File: config.mk
export PLATFORM = sky130hd
export DESIGN_NAME = iump_input_unit_mode_port
export DESIGN_NICKNAME = d
export VERILOG_FILES = /design/src/rtl/iump_pkg.sv /design/src/rtl/iump_cmd_reg.sv /design/src/rtl/iump_input_unit_mode_port.sv
export SDC_FILE = /design/constraint.sdc
export NUM_CORES = 1
export LEC_CHECK = 0
export ABC_AREA = 1
export BUFFER_PORTS_ARGS = -buffer_cell sky130_fd_sc_hd__buf_2
export CAP_MARGIN = 20
export CORE_MARGIN = 10
export CORE_UTILIZATION = 47
export CTS_CLUSTER_SIZE = 30
export DETAILED_ROUTE_END_ITERATION = 10
export PLACE_DENSITY = 0.88
export SLEW_MARGIN = 20
export SYNTH_ARGS = -nofsm -noshare
export SYNTH_HDL_FRONTEND = slang
export SYNTH_SLANG_ARGS = --single-unit
File: constraint.sdc
create_clock -name clk -period 0.95 [get_ports clk]
set_clock_uncertainty 0.05 [all_clocks]
set_input_delay 0.19 -clock clk [delete_from_list [all_inputs] [get_ports clk]]
set_output_delay 0.19 -clock clk [all_outputs]
set_load 0.02 [all_outputs]
File: src/rtl/iump_pkg.sv
// package for the input unit mode command port: encodings and widths
// assumes a single clock domain shared with the mode control unit
package iump_pkg;

    // ==================================================================
    // sizes
    localparam int unsigned IUMP_NUM_BUS_NODES = 4;
    localparam int unsigned IUMP_NUM_OPP_NODES = 4;
    localparam int unsigned IUMP_MAX_ID = (IUMP_NUM_BUS_NODES >
        IUMP_NUM_OPP_NODES) ? IUMP_NUM_BUS_NODES : IUMP_NUM_OPP_NODES;
    localparam int unsigned IUMP_ID_W = $clog2(IUMP_MAX_ID + 1);
    localparam logic [IUMP_ID_W-1:0] IUMP_ID_RST = '0;

    // ==================================================================
    // enumerations
    typedef enum logic [0:0] {
        IUMP_KIND_BUS_IF = 1'b0,
        IUMP_KIND_REDUND = 1'b1
    } iump_kind_t;

    typedef enum logic [2:0] {
        IUMP_MAJ_SELF_TEST   = 3'h0,
        IUMP_MAJ_CLQ_DETECT  = 3'h1,
        IUMP_MAJ_CLQ_INIT    = 3'h2,
        IUMP_MAJ_CLQ_JOIN    = 3'h3,
        IUMP_MAJ_CLQ_PRESERV = 3'h4
    } iump_major_t;

    typedef enum logic [2:0] {
        IUMP_MIN_RESET       = 3'h0,
        IUMP_MIN_SELF_TEST   = 3'h1,
        IUMP_MIN_LDIAG_CAPT  = 3'h2,
        IUMP_MIN_IDIAG_ISYNC = 3'h3,
        IUMP_MIN_COLL_DIAG   = 3'h4,
        IUMP_MIN_SCHED_UPD   = 3'h5,
        IUMP_MIN_PE_COMM     = 3'h6,
        IUMP_MIN_SYNC_PRES   = 3'h7
    } iump_minor_t;

    localparam iump_major_t IUMP_MAJ_RST = IUMP_MAJ_SELF_TEST;
    localparam iump_minor_t IUMP_MIN_RST = IUMP_MIN_RESET;
    localparam iump_kind_t IUMP_KIND_RST = IUMP_KIND_BUS_IF;

endpackage

File: src/rtl/iump_cmd_reg.sv
// iump_cmd_reg: strobed holding register for one command field
// assumes the strobe and data come from logic on the same clock
`timescale 1ns/1ps
module iump_cmd_reg #(
    parameter int unsigned W = 1,
    parameter logic [W-1:0] RST = '0
) (
    // clock and resets
    input wire logic clk,
    input wire logic arst_n,
    input wire logic node_reset,
    // capture
    input wire logic load,
    input wire logic [W-1:0] d,
    output logic [W-1:0] q
);

    // ==================================================================
    // holding flop: node reset acts synchronously so it is never glitchy
    always_ff @(posedge clk or negedge arst_n) begin
        if (!arst_n) begin
            q <= RST;
        end else if (node_reset) begin
            q <= RST; // RULE3
        end else if (load) begin
            q <= d; // RULE11
        end
    end

endmodule // iump_cmd_reg

File: src/rtl/iump_input_unit_mode_port.sv
// iump_input_unit_mode_port: command side of the input unit
// assumes the mode control unit drives all inputs from clk
// assumes node reset is a level from that same unit, sampled on clk
// Functional notes
// RULE1 - single clock, rising edge only
// RULE2 - no reliance on clock duty cycle
// RULE3 - node reset returns to default at once
// RULE4 - node reset does not imply controller reset
// RULE5 - kind and identifier static after first strobe
// RULE6 - major mode sampled only on ready strobe
// RULE7 - minor mode decoded into eight spans
// RULE8 - cycle index meaningful only in clique join
// RULE9 - idle outputs without default are don't care
// RULE10 - controller strobes ready with each command
// RULE11 - command held until next strobe or reset
`timescale 1ns/1ps
module iump_input_unit_mode_port
    import iump_pkg::*;
(
    // clock and resets
    input wire logic clk,
    input wire logic arst_n,
    input wire logic node_reset,
    // static configuration
    input wire logic node_kind_cfg,
    input wire logic [IUMP_ID_W-1:0] node_identifier_cfg,
    // mode command
    input wire logic mcu_ready,
    input wire logic [2:0] major_mode_cmd,
    input wire logic [2:0] minor_mode_cmd,
    input wire logic diag_cycle_cmd,
    // held configuration
    output logic node_kind,
    output logic [IUMP_ID_W-1:0] node_identifier,
    output logic cfg_locked,
    // held command
    output logic [2:0] major_mode,
    output logic [2:0] minor_mode,
    output logic diag_cycle,
    output logic diag_cycle_valid,
    output logic cmd_new,
    // decoded minor mode, one-hot
    output logic [7:0] minor_onehot
);

    // ==================================================================
    // configuration latch: captured on first strobe only, and kept over
    // node reset since the controller may not be reset with us
    logic cfg_locked_ff;
    logic node_kind_ff;
    logic [IUMP_ID_W-1:0] node_id_ff;

    always_ff @(posedge clk or negedge arst_n) begin // RULE1
        if (!arst_n) begin
            cfg_locked_ff <= 1'b0;
            node_kind_ff <= IUMP_KIND_RST;
            node_id_ff <= IUMP_ID_RST;
        end else if (mcu_ready && !cfg_locked_ff) begin // RULE4
            cfg_locked_ff <= 1'b1; // RULE5
            node_kind_ff <= node_kind_cfg;
            node_id_ff <= node_identifier_cfg;
        end
    end
    // node reset is deliberately not an input of this latch

    // ==================================================================
    // command fields, each a strobed register; all single-edge, so any
    // duty cycle works
    logic [2:0] major_q;
    logic [2:0] minor_q;
    logic cyc_q;
    logic cmd_new_ff;

    iump_cmd_reg #(.W(3), .RST(IUMP_MAJ_RST)) u_major (
        .clk(clk), .arst_n(arst_n), .node_reset(node_reset),
        .load(mcu_ready), .d(major_mode_cmd), .q(major_q) // RULE6
    );
    iump_cmd_reg #(.W(3), .RST(IUMP_MIN_RST)) u_minor (
        .clk(clk), .arst_n(arst_n), .node_reset(node_reset),
        .load(mcu_ready), .d(minor_mode_cmd), .q(minor_q)
    );
    // the index is zeroed at capture outside clique join, so the held
    // value is already the masked one and leaves straight from a flop
    iump_cmd_reg #(.W(1), .RST(1'b0)) u_cycle (
        .clk(clk), .arst_n(arst_n), .node_reset(node_reset),
        .load(mcu_ready),
        .d((major_mode_cmd == IUMP_MAJ_CLQ_JOIN) && diag_cycle_cmd), // RULE8
        .q(cyc_q)
    );

    // new-command pulse, one cycle after the strobe
    always_ff @(posedge clk or negedge arst_n) begin // RULE2
        if (!arst_n) begin
            cmd_new_ff <= 1'b0;
        end else begin
            cmd_new_ff <= mcu_ready && !node_reset; // RULE10
        end
    end

    // ==================================================================
    // minor mode decode, one flop per span loaded beside minor_q, so the
    // one-hot word is registered instead of decoded after the flops
    genvar gi;
    generate
        for (gi = 0; gi < 8; gi++) begin : g_dec
            iump_cmd_reg #(.W(1), .RST(1'(IUMP_MIN_RST == 3'(gi)))) u_bit (
                .clk(clk), .arst_n(arst_n), .node_reset(node_reset),
                .load(mcu_ready), .d(minor_mode_cmd == 3'(gi)), // RULE7
                .q(minor_onehot[gi])
            );
        end
    endgenerate

    // ==================================================================
    // outputs; the cycle index is zero outside clique join (RULE9 lets
    // it be anything, zero keeps it a plain flop)
    assign node_kind = node_kind_ff;
    assign node_identifier = node_id_ff;
    assign cfg_locked = cfg_locked_ff;
    assign major_mode = major_q;
    assign minor_mode = minor_q;
    assign diag_cycle_valid = (major_q == IUMP_MAJ_CLQ_JOIN); // RULE8
    assign diag_cycle = cyc_q; // RULE9
    assign cmd_new = cmd_new_ff;
endmodule // iump_input_unit_mode_port

# --- After elaboration in Yosys (flattened, before gate mapping) ---
# Cells that the tools add are included.
word_totals:
  regBits: 21
  out_inout_bits: 22
op_classes:
  n_eq_ne: 9
  mux: 22
  n_reduce_logical: 7
op_table:
  columns: ["cell", "n"]
  rows:
  - ["$mux 1", 18]
  - ["$eq 3x2->1 const B", 4]
  - ["$eq 3x3->1 const B", 4]
  - ["$mux 3", 4]
  - ["$eq 3x1->1 const B", 1]
  - ["$logic_and 1x1->1", 3]
  - ["$logic_not 3->1", 1]
  - ["$logic_not 1->1", 2]
  - ["$reduce_bool 2->1", 1]

# --- Depth between registers and ports, before layout ---
# Gate-level depths: netlist of run 1.
logic_depth:
  depth_word: 4
  depth_mapped: 5

# --- By module ---
# Synthesis of run 1 repeated with hierarchy kept, for this count alone.
unflattened:
  cells_unflattened: 122
  area_unflattened_um2: 950.9
by_module_without_submodules:
  columns: ["module", "instances", "cells_each", "area_per_inst_um2", "seq_area_each_um2"]
  rows:
  - ["iump_cmd_reg at g_dec[1].u_bit ...", 8, 6, 45.0, 25.0]
  - ["iump_input_unit_mode_port", 1, 40, 291.5, 150.1]
  - ["iump_cmd_reg at u_major ...", 2, 14, 122.6, 75.1]
  - ["iump_cmd_reg at g_dec[0].u_bit", 1, 6, 53.8, 26.3]

# --- Worst setup path before layout of run 1 ---
# No wires, ideal clock.
synth_path:
  path_kind: "reg2out"
  from: "register u_major.q[1]"
  to: "output port diag_cycle_valid"
  arrival_ns: 0.811
  required_time_ns: 0.710
  slack_ns: -0.101
  stages_incl_launch_ff: 3
  cell_sequence: "dfrtp_1 -> nand2_1 -> nor2_1"
synth_via:
  elab_chain_cells: 1
synth_rtl:
  columns: ["item", "line_no", "text"]
  rows:
  - ["start: declaration", "iump_cmd_reg.sv:15", "output logic [W-1:0] q"]
  - ["start signal: assignment", "iump_cmd_reg.sv:22", "q <= RST;"]
  - ["start signal: assignment", "iump_cmd_reg.sv:24", "q <= RST;"]
  - ["start signal: assignment", "iump_cmd_reg.sv:26", "q <= d;"]
  - ["$eq 3x2->1", "iump_input_unit_mode_port.sv:122", "assign diag_cycle_valid = (major_q == IUMP_MAJ_CLQ_JOIN);"]
  - ["end: declaration", "iump_input_unit_mode_port.sv:40", "output logic diag_cycle_valid,"]
# Every way passes these cells.

# --- Final worst setup path of run 1 ---
layout_path:
  from: "register u_major.q[0]"
  to: "output port diag_cycle_valid"
# The elaborated chain is that of the path after synthesis.

==> impl_metrics.json, run 1 <==
{
  "status": "finished, violations left",
  "violations": "setup timing",
  "setup_ws_ns": -0.286,
  "synth_compound_area_share_pct": 3.91,
  "cts_root_buffer": "clkbuf_4",
  "dieHeight_um": 65.2,
  "start_util_pct": 49.0,
  "syn-num-nets": 122,
  "max_freq_mhz": 809,
  "grt_use_total_pct": 12.0,
  "period_needed_ns": 1.24,
  "worst_pin_slew_ns": 0.454,
  "worstHoldPathType": "in2reg",
  "drcViolationCount": 0,
  "routed_wl_um": 2540,
  "fin_util_pct": 71.0,
  "yosysUniqueCellTypes": 16,
  "p_leak_nw": 0.769,
  "fin_nets": 165,
  "drt_iter0_markers": 25,
  "rsz0062_at_grt": "yes",
  "via_count": 839,
  "netlist_instances": 107,
  "power_density_nw_per_um2": 1200,
  "clk_pin_slew_worst_paths_ns": 0.12,
  "h-tree-depth": 1,
  "areaGrowthSynthToFinish_pct": 44.9,
  "yosys.area_share.simple_pct": 29.6,
  "worst_setup_path_end_kind": "primary output",
  "tns_ns": -3.66,
  "grt_max_degree": 22,
  "core_sq_um": 1960,
  "rrSetupSlack_ns": 0.01,
  "ioPinCount": 37,
  "synthAdderAreaFrac_pct": 0,
  "synth_seq_cells": 21,
  "syn-cell-area_sq_um": 961,
  "clk_latency_ns": 0.31,
  "cts_num_sinks": 21,
  "row_count": 16,
  "maxCapViolCount": 0,
  "grt-ovfl-total": 0,
  "synthMuxAreaShare_pct": 0,
  "cp-start-kind": "flip-flop",
  "crit_fanout": 3,
  "antenna_found_initial": 0,
  "grt_pass1_vias": 883,
  "maxSlewViolCount": 0,
  "max_slew_margin_pct": 69.7,
  "hold_slack_ns": 0.0408,
  "synth_xor_area_share_pct": 0,
  "viasPerCell": 4.77,
  "first_pass_iters": 4,
  "dieArea_sq_um": 4250,
  "layout-drive-gt1-share_pct": 47.0,
  "crit_type": "reg2out",
  "clockBufferDepth": 2,
  "synth_top_family_by_area": "simple AND/OR/NAND/NOR gates",
  "numPortBuffers": 36,
  "grt_first_pass_wirelength_um": 4050,
  "die_w_um": 65.2,
  "post-route-period-util_pct": 130,
  "ant_nets": 0,
  "hpwl_um": 1740,
  "cts_buffers": 3,
  "ir_drop_v": 0.000857,
  "tritoncts": "yes",
  "yosys_warnings": 0,
  "n_antenna_cell": 0,
  "hold_viol_final": 0,
  "routedWlPerCell_um": 14.4,
  "seq_area_frac_synth_pct": 54.8,
  "gp_congestion": 0.832,
  "setup_viol": 22,
  "cp.required_ns": 0.71,
  "syn_avg_cell_area_sq_um": 8.98,
  "cp.arrival_ns": 1.00
}
[report_power, final]
part	switching (mW)	total, mW	internal, mW
Sequential	0.0220	0.948	0.926
Clock	0.282	0.446	0.164
Combinational	0.157	0.277	0.120
Total	0.461	1.67	1.21
[stage by stage]
| step | instance area (sq um) | setup slack [ns] | total power, mW | std cells |
|---|---|---|---|---|
| after global routing | 1390 | -0.327 | 1.73 | 176 |
| after CTS | 1350 | -0.283 | 1.65 | 173 |
| after floorplan | 971 | 0.0413 | 1.09 | 107 |
| after detailed placement | 1130 | -0.0506 | 1.19 | 162 |
| after global placement | 1130 | 0.0414 | 1.18 | 162 |
| final | 1390 | -0.286 | 1.67 | 176 |
[Yosys cell counts]
cell type / n / area share, %
nor2_4: 2 / 2.3
nand3b_1: 1 / 0.78
nor2_1: 8 / 3.1
o21ai_2: 2 / 1.8
dfrtp_1: 20 / 52
buf_6: 2 / 2.3
nand2_2: 1 / 0.65
buf_4: 8 / 6.3
inv_2: 2 / 0.78
nand3_4: 1 / 1.8
inv_1: 6 / 2.3
nand3_1: 7 / 3.6
dfstp_2: 1 / 2.7
nand2_4: 1 / 1.2
nand2_1: 41 / 16
o21ai_0: 4 / 2.1
[area by class of cell]
type,count,area [sq um]
clock buffers,4,26.3
fillers,155,569
inverters,8,37.5
multi-input cells,68,352
flip-flops and latches,21,529
well taps,27,33.8
repair buffers,48,414
[layer usage]
layer	vias to the layer above	part of all wire (%)	routed length (um)	global-route usage (%)
li1	402	-	-	-
met1	398	37	930	11.9
met2	32	53	1350	21.0
met3	7	8.1	207	5.25
met4	0	2.1	54	5.61
met5	-	0	0	0
[flip-flops by register name, indices dropped and copies added, names as in the netlist]
| signal | flops |
|---|---|
| cfg_locked | 1 |
| cmd_new | 1 |
| g_dec.u_bit.q | 8 |
| node_identifier | 3 |
| node_kind | 1 |
| u_cycle.q | 1 |
| u_major.q | 3 |
| u_minor.q | 3 |
[path summary, 6_finish.rpt]
| check | start | to | cells past startpoint |
|---|---|---|---|
| worst max-delay path | u_major.q[0]$_DFFE_PN0P_ | diag_cycle_valid | 3 |
| worst min-delay path | major_mode_cmd[1] | u_major.q[1]$_DFFE_PN0P_ | 3 |
| worst max register to register | g_dec[7].u_bit.q$_DFFE_PN0P_ | g_dec[7].u_bit.q$_DFFE_PN0P_ | 4 |
| worst min register to register | g_dec[4].u_bit.q$_DFFE_PN0P_ | g_dec[4].u_bit.q$_DFFE_PN0P_ | 2 |
| max in group asynchronous | arst_n | g_dec[0].u_bit.q$_DFFE_PN1P_ | 2 |
| min in group asynchronous | arst_n | cmd_new$_DFF_PN0_ | 2 |
[cell usage in the layout, fill, tap and decap left out]
| cell type | Yosys | routed |
|---|---|---|
| buf_12 | 0 | 1 |
| buf_2 | 0 | 16 |
| buf_4 | 8 | 9 |
| buf_6 | 2 | 21 |
| clkbuf_1 | 0 | 1 |
| clkbuf_4 | 0 | 3 |
| dfrtp_1 | 20 | 18 |
| dfrtp_2 | 0 | 2 |
| dfstp_2 | 1 | 1 |
| dlygate4sd3_1 | 0 | 1 |
| inv_1 | 6 | 5 |
| inv_2 | 2 | 2 |
| inv_8 | 0 | 1 |
| nand2_1 | 41 | 37 |
| nand2_2 | 1 | 4 |
| nand2_4 | 1 | 2 |
| nand3_1 | 7 | 7 |
| nand3_4 | 1 | 1 |
| nand3b_1 | 1 | 1 |
| nor2_1 | 8 | 7 |
| nor2_4 | 2 | 3 |
| o21ai_0 | 4 | 2 |
| o21ai_2 | 2 | 4 |
[critical path, stage by stage, from the launching register on]
cell     delay (ns)
dfrtp_2        0.44
nand2_2        0.09
nor2_4         0.03
buf_6          0.12
[cells by family after synthesis]
logic type | after synthesis
buffers and inverters | 18
AOI/OAI and AO/OA | 6
DFF | 21
and+or+nand+nor | 62
[what timing repair did]
item,4_1_cts,5_1_grt
buffers inserted,6,3
endpoints found under the hold margin,20,0
hold buffers,1,0
endpoints found under the setup margin,22,26
pin swaps,1,0
gates resized for setup,45,8
(Power assumes the default switching activity.)
==> run 2: changes to the inputs <==
--- a/config.mk
+++ b/config.mk
@@ -8,7 +8,7 @@
 export ABC_AREA = 1
 export BUFFER_PORTS_ARGS = -buffer_cell sky130_fd_sc_hd__buf_2
 export CAP_MARGIN = 20
-export CORE_MARGIN = 10
+export CORE_MARGIN = 3
 export CORE_UTILIZATION = 47
 export CTS_CLUSTER_SIZE = 30
 export DETAILED_ROUTE_END_ITERATION = 10
==> run 2 against run 1 <==
The flow still finishes with violations (setup timing). Global-route usage increased by 5.7 points. Non-clock buffer count is 5 higher. Utilization increased by 5.9 points. Register-to-register slack got worse by 0.02 ns. Count of clock-buffer cells in the layout stayed put. Critical path type unchanged.
==> impl_metrics.json, run 2 (synthesis gave the netlist of run 1 again) <==
{
  "status": "finished, violations left",
  "violations": "setup timing",
  "wl_met1_um": 848,
  "hold_slack_ns": 0.0586,
  "clockBufferDepth": 2,
  "crit_buf_inv": 1,
  "period_needed_ns": 1.21,
  "dieHeight_um": 51.2,
  "largest-register": "g_dec.u_bit.q",
  "hpwl_um": 1400,
  "r2r-start": "u_major.q[2]$_DFFE_PN0P_",
  "row_count": 15,
  "setup_ws_ns": -0.263,
  "ioPinCount": 37,
  "post-route-period-util_pct": 128,
  "fin_nets": 170,
  "worst_setup_path_end_kind": "primary output",
  "routed_wl_um": 2170,
  "grt_pass1_vias": 839,
  "final_cell_mix": "39 x nand2_1, 20 x buf_6, 18 x dfrtp_1",
  "grt_use_total_pct": 17.6,
  "crit_fanout": 3,
  "first_pass_iters": 4,
  "ir_drop_v": 0.000791,
  "p_leak_nw": 0.786,
  "drcViolationCount": 0,
  "layout-drive-gt1-share_pct": 46.1,
  "tritoncts": "yes",
  "cts_buffers": 3,
  "worst_pin_slew_ns": 0.445,
  "h-tree-depth": 1,
  "antenna_found_initial": 0,
  "top_layer": "met4",
  "viasPerCell": 4.73,
  "placedInstanceArea_sq_um": 1110,
  "maxCapViolCount": 0,
  "crit_type": "reg2out",
  "largest_reg_flops": 8,
  "cp-start-kind": "flip-flop",
  "fin_util_pct": 76.8,
  "cp.required_ns": 0.71,
  "routedWlPerCell_um": 12.1,
  "max_slew_margin_pct": 70.3,
  "core_sq_um": 1820,
  "dr_wl_met3_um": 143,
  "finalInstanceArea_sq_um": 1400,
  "hp-start": "major_mode_cmd[1]",
  "die_w_um": 51.2,
  "numPortBuffers": 36,
  "power_density_nw_per_um2": 1160,
  "slowest_delay_ns": 0.44,
  "cts_root_buffer": "clkbuf_4",
  "start_util_pct": 52.8,
  "cts_num_sinks": 21,
  "areaGrowthSynthToFinish_pct": 45.6,
  "cp.arrival_ns": 0.97,
  "crit_chain": "nand2_2 > nor2_4 > buf_6",
  "cp_top_family": "flip-flops",
  "worst_path_max_delay_cell": "dfrtp_2",
  "rsz0062_at_grt": "yes",
  "grt_max_degree": 22,
  "dieArea_sq_um": 2620,
  "gp_congestion": 0.840,
  "max_freq_mhz": 824,
  "setup_viol": 23,
  "worstHoldPathType": "in2reg",
  "clk_latency_ns": 0.29,
  "drt_iter0_markers": 22,
  "tns_ns": -3.23,
  "wl_met2_um": 1170,
  "grt_first_pass_wirelength_um": 3530,
  "layout_commonest_cell": "nand2_1",
  "ant_nets": 0,
  "via_count": 846,
  "hold_viol_final": 0,
  "clk_pin_slew_worst_paths_ns": 0.11,
  "maxSlewViolCount": 0,
  "n_antenna_cell": 0,
  "grt-ovfl-total": 0,
  "critPathLaunch": "u_major.q[1]$_DFFE_PN0P_"
}
-- run 2: cell count changes in the layout (fill, tap and decap cells not counted), sizes merged --
| cell | previous run | this run |
|---|---|---|
| buf | 47 | 52 |
-- run 2: per-layer routing --
layer / track usage [%] / up-vias
li1: - / 414
met1: 21.3 / 397
met2: 32.0 / 33
met3: 3.79 / 2
met4: 3.93 / 0
met5: 0 / -
-- run 2: repair_timing --
action,4_1_cts,5_1_grt
pin swaps,1,0
gates resized for setup,43,4
setup buffers,11,4
hold endpoints to repair,20,0
setup endpoints to repair,22,26
hold buffers,1,0
-- run 2: worst paths after layout --
kind | slack, ns | cells after the start | to
min | 0.06 | 3 | u_major.q[1]$_DFFE_PN0P_
max in group asynchronous | 0.17 | 2 | g_dec[0].u_bit.q$_DFFE_PN1P_
min in group asynchronous | 0.34 | 2 | g_dec[2].u_bit.q$_DFFE_PN0P_
max | -0.26 | 3 | diag_cycle_valid
min reg2reg | 0.46 | 2 | node_identifier[1]$_DFFE_PN0P_
max reg2reg | -0.01 | 4 | u_major.q[2]$_DFFE_PN0P_
-- run 2: worst register-to-register path, cell delays in order (launching register included) --
cell and delay, ns:
dfrtp_1 0.44, buf_4 0.15, buf_4 0.12, nand2_1 0.06
nand2_1 0.05
-- run 2: final cells by class --
class | count | area [sq um]
flip-flops and latches | 21 | 529
fillers | 129 | 422
repair buffers | 53 | 435
multi-input cells | 68 | 339
clock buffers | 4 | 26.3
well taps | 25 | 31.3
inverters | 8 | 37.5
-- run 2: through the flow --
stage	instances	worst slack, ns	power, mW
floorplan	107	0.0413	1.09
global placement	159	-0.000109	1.17
detailed placement	159	-0.0260	1.17
CTS	175	-0.265	1.63
global route	179	-0.307	1.71
finish	179	-0.263	1.63
-- run 2: report_power, final --
group / switching [mW] / internal, mW
Clock: 0.244 / 0.163
Combinational: 0.151 / 0.121
Sequential: 0.0225 / 0.926
Total: 0.418 / 1.21
==> run 3: changes to the inputs <==
--- a/config.mk
+++ b/config.mk
@@ -8,7 +8,7 @@
 export ABC_AREA = 1
 export BUFFER_PORTS_ARGS = -buffer_cell sky130_fd_sc_hd__buf_2
 export CAP_MARGIN = 20
-export CORE_MARGIN = 3
+export CORE_MARGIN = 1
 export CORE_UTILIZATION = 47
 export CTS_CLUSTER_SIZE = 30
 export DETAILED_ROUTE_END_ITERATION = 10
==> run 3 against run 2 <==
The flow still finishes with violations (setup timing). Utilization is 2.9 points higher. Sequential power is essentially flat. Register-to-register slack barely moved. Worst setup slack worse by 0.013 ns. Count of clock-buffer cells in the layout shrank 1. Sequential share of layout area shrank 1.3 points. Sequential cell count unchanged. Die area is 15% lower. Global-route usage rose by 3.0 points. Hold slack worse by 0.012 ns.
==> impl_metrics.json, run 3 (synthesis gave the netlist of run 1 again) <==
{
  "status": "finished, violations left",
  "violations": "setup timing",
  "use_met2_pct": 36.7,
  "max_freq_mhz": 816,
  "cts_num_sinks": 21,
  "placedInstanceArea_sq_um": 1130,
  "clk_latency_ns": 0.30,
  "viasPerCell": 4.86,
  "grt_util_met1_pct": 23.4,
  "seqPwrFrac_pct": 57.2,
  "grt-ovfl-total": 0,
  "dieHeight_um": 47.2,
  "grt_pass1_vias": 804,
  "power_density_nw_per_um2": 1140,
  "setup_ws_ns": -0.276,
  "p_clk_share_pct": 25.6,
  "hpwl_um": 1360,
  "pwr-share-comb_pct": 17.2,
  "row_count": 15,
  "ioPinCount": 37,
  "rrSetupSlack_ns": 0,
  "grt_max_degree": 22,
  "ant_nets": 0,
  "start_util_pct": 52.8,
  "min_to": "u_major.q[1]$_DFFE_PN0P_",
  "die_w_um": 47.2,
  "finalInstanceArea_sq_um": 1450,
  "layout_commonest_cell": "nand2_1",
  "p_leak_nw": 0.779,
  "final_cell_mix": "31 x nand2_1, 22 x buf_6, 17 x dfrtp_1",
  "rsz0062_at_grt": "yes",
  "dp_worst_setup_slack_ns": -0.0422,
  "fin_nets": 168,
  "dieArea_sq_um": 2230,
  "p_int_mw": 1.21,
  "max_slew_margin_pct": 69.7,
  "core_sq_um": 1820,
  "period_needed_ns": 1.23,
  "hp-start": "major_mode_cmd[1]",
  "h-tree-depth": 1,
  "cp.arrival_ns": 0.99,
  "via_count": 861,
  "numPortBuffers": 36,
  "setup_viol": 22,
  "tritoncts": "yes",
  "register_area_sq_um": 531,
  "layout-drive-gt1-share_pct": 53.3,
  "n_antenna_cell": 0,
  "fin_util_pct": 79.7,
  "hold_viol_final": 0,
  "largest_reg_flops": 8,
  "maxCapViolCount": 0,
  "grt_util_met3_pct": 2.69,
  "grt_use_total_pct": 20.6,
  "tns_ns": -3.48,
  "fin_cells": 177,
  "crit_type": "reg2out",
  "antenna_found_initial": 0,
  "busiest_layer": "met2",
  "sw_frac_of_total_pct": 27.0,
  "maxSlewViolCount": 0,
  "worst_setup_path_end_kind": "primary output",
  "drt_iter0_markers": 12,
  "drcViolationCount": 0,
  "reg2reg_depth": 5,
  "gp_congestion": 0.797,
  "holdPathStages": 3,
  "cp-start-kind": "flip-flop",
  "dp_cells": 160,
  "p_sw_mw": 0.449,
  "areaGrowthSynthToFinish_pct": 51.0,
  "routedWlPerCell_um": 12.0,
  "n_fill_cell": 119,
  "largest-register": "g_dec.u_bit.q",
  "clockBufferDepth": 2,
  "grt_first_pass_wirelength_um": 3160,
  "worstHoldPathType": "in2reg",
  "hold_slack_ns": 0.0463,
  "r2r_end": "node_identifier[0]$_DFFE_PN0P_",
  "cp.required_ns": 0.71,
  "cts_root_buffer": "clkbuf_4",
  "multiInputGateArea_sq_um": 382,
  "clk_pin_slew_worst_paths_ns": 0.12,
  "post-route-period-util_pct": 129,
  "r2r-start": "cfg_locked$_DFFE_PN0P_",
  "routed_wl_um": 2120,
  "cts_buffers": 3,
  "first_pass_iters": 4,
  "worst_pin_slew_ns": 0.454,
  "total_power_mw": 1.66,
  "ir_drop_v": 0.000813,
  "crit_fanout": 3
}
run 3: changes by cell type in the layout (fill, tap and decap cells not counted), moves of 2 or more:
cell / previous run / this run
nand2_1: 39 / 31
nand2_2: 2 / 8
buf_4: 16 / 12
buf_6: 20 / 22
run 3: power by group through the flow:
stage / logic (mW) / clock network (mW) / registers (mW)
2_1_floorplan: 0.114 / 0 / 0.980
3_3_place_gp: 0.218 / 0 / 0.957
3_5_place_dp: 0.223 / 0 / 0.959
4_1_cts: 0.271 / 0.424 / 0.948
5_1_grt: 0.309 / 0.457 / 0.954
6_report: 0.285 / 0.426 / 0.951
run 3: repair_timing:
item                       CTS  global route
hold endpoints to repair    20             0
setup endpoints to repair   22            27
resized for setup           44            21
buffers inserted             7             5
hold buffers                 1             0
pin swaps                    1             2
run 3: critical path, cell delays in order, from the launching register on:
cell	delay, ns
dfrtp_2	0.44
nand2_2	0.09
nor2_4	0.03
buf_6	0.12
run 3: worst max path at each step:
| stage | start | to | slack, ns |
|---|---|---|---|
| 3_5_place_dp | mcu_ready | u_cycle.q$_DFFE_PN0P_ | -0.04 |
| 3_3_place_gp | mcu_ready | u_cycle.q$_DFFE_PN0P_ | 0.04 |
| 2_1_floorplan | cfg_locked$_DFFE_PN0P_ | node_identifier[0]$_DFFE_PN0P_ | 0.04 |
| 4_1_cts | u_major.q[0]$_DFFE_PN0P_ | diag_cycle_valid | -0.27 |
| 6_report | u_major.q[0]$_DFFE_PN0P_ | diag_cycle_valid | -0.28 |
| 5_1_grt | u_major.q[0]$_DFFE_PN0P_ | diag_cycle_valid | -0.31 |
run 3: cell type report:
cell class	count	area share, %
clock buffers	3	1.55
clock inverters	1	0.345
inverters	8	2.59
multi-input cells	68	26.3
flip-flops and latches	21	36.6
well taps	25	2.16
repair buffers	51	30.5
run 3: metal layers:
metal,routed length (um),vias to the layer above,part of all wire (%)
met4,46,0,2.2
met5,0,-,0
met2,1120,35,53
li1,-,413,-
met3,100,6,4.7
met1,856,407,40
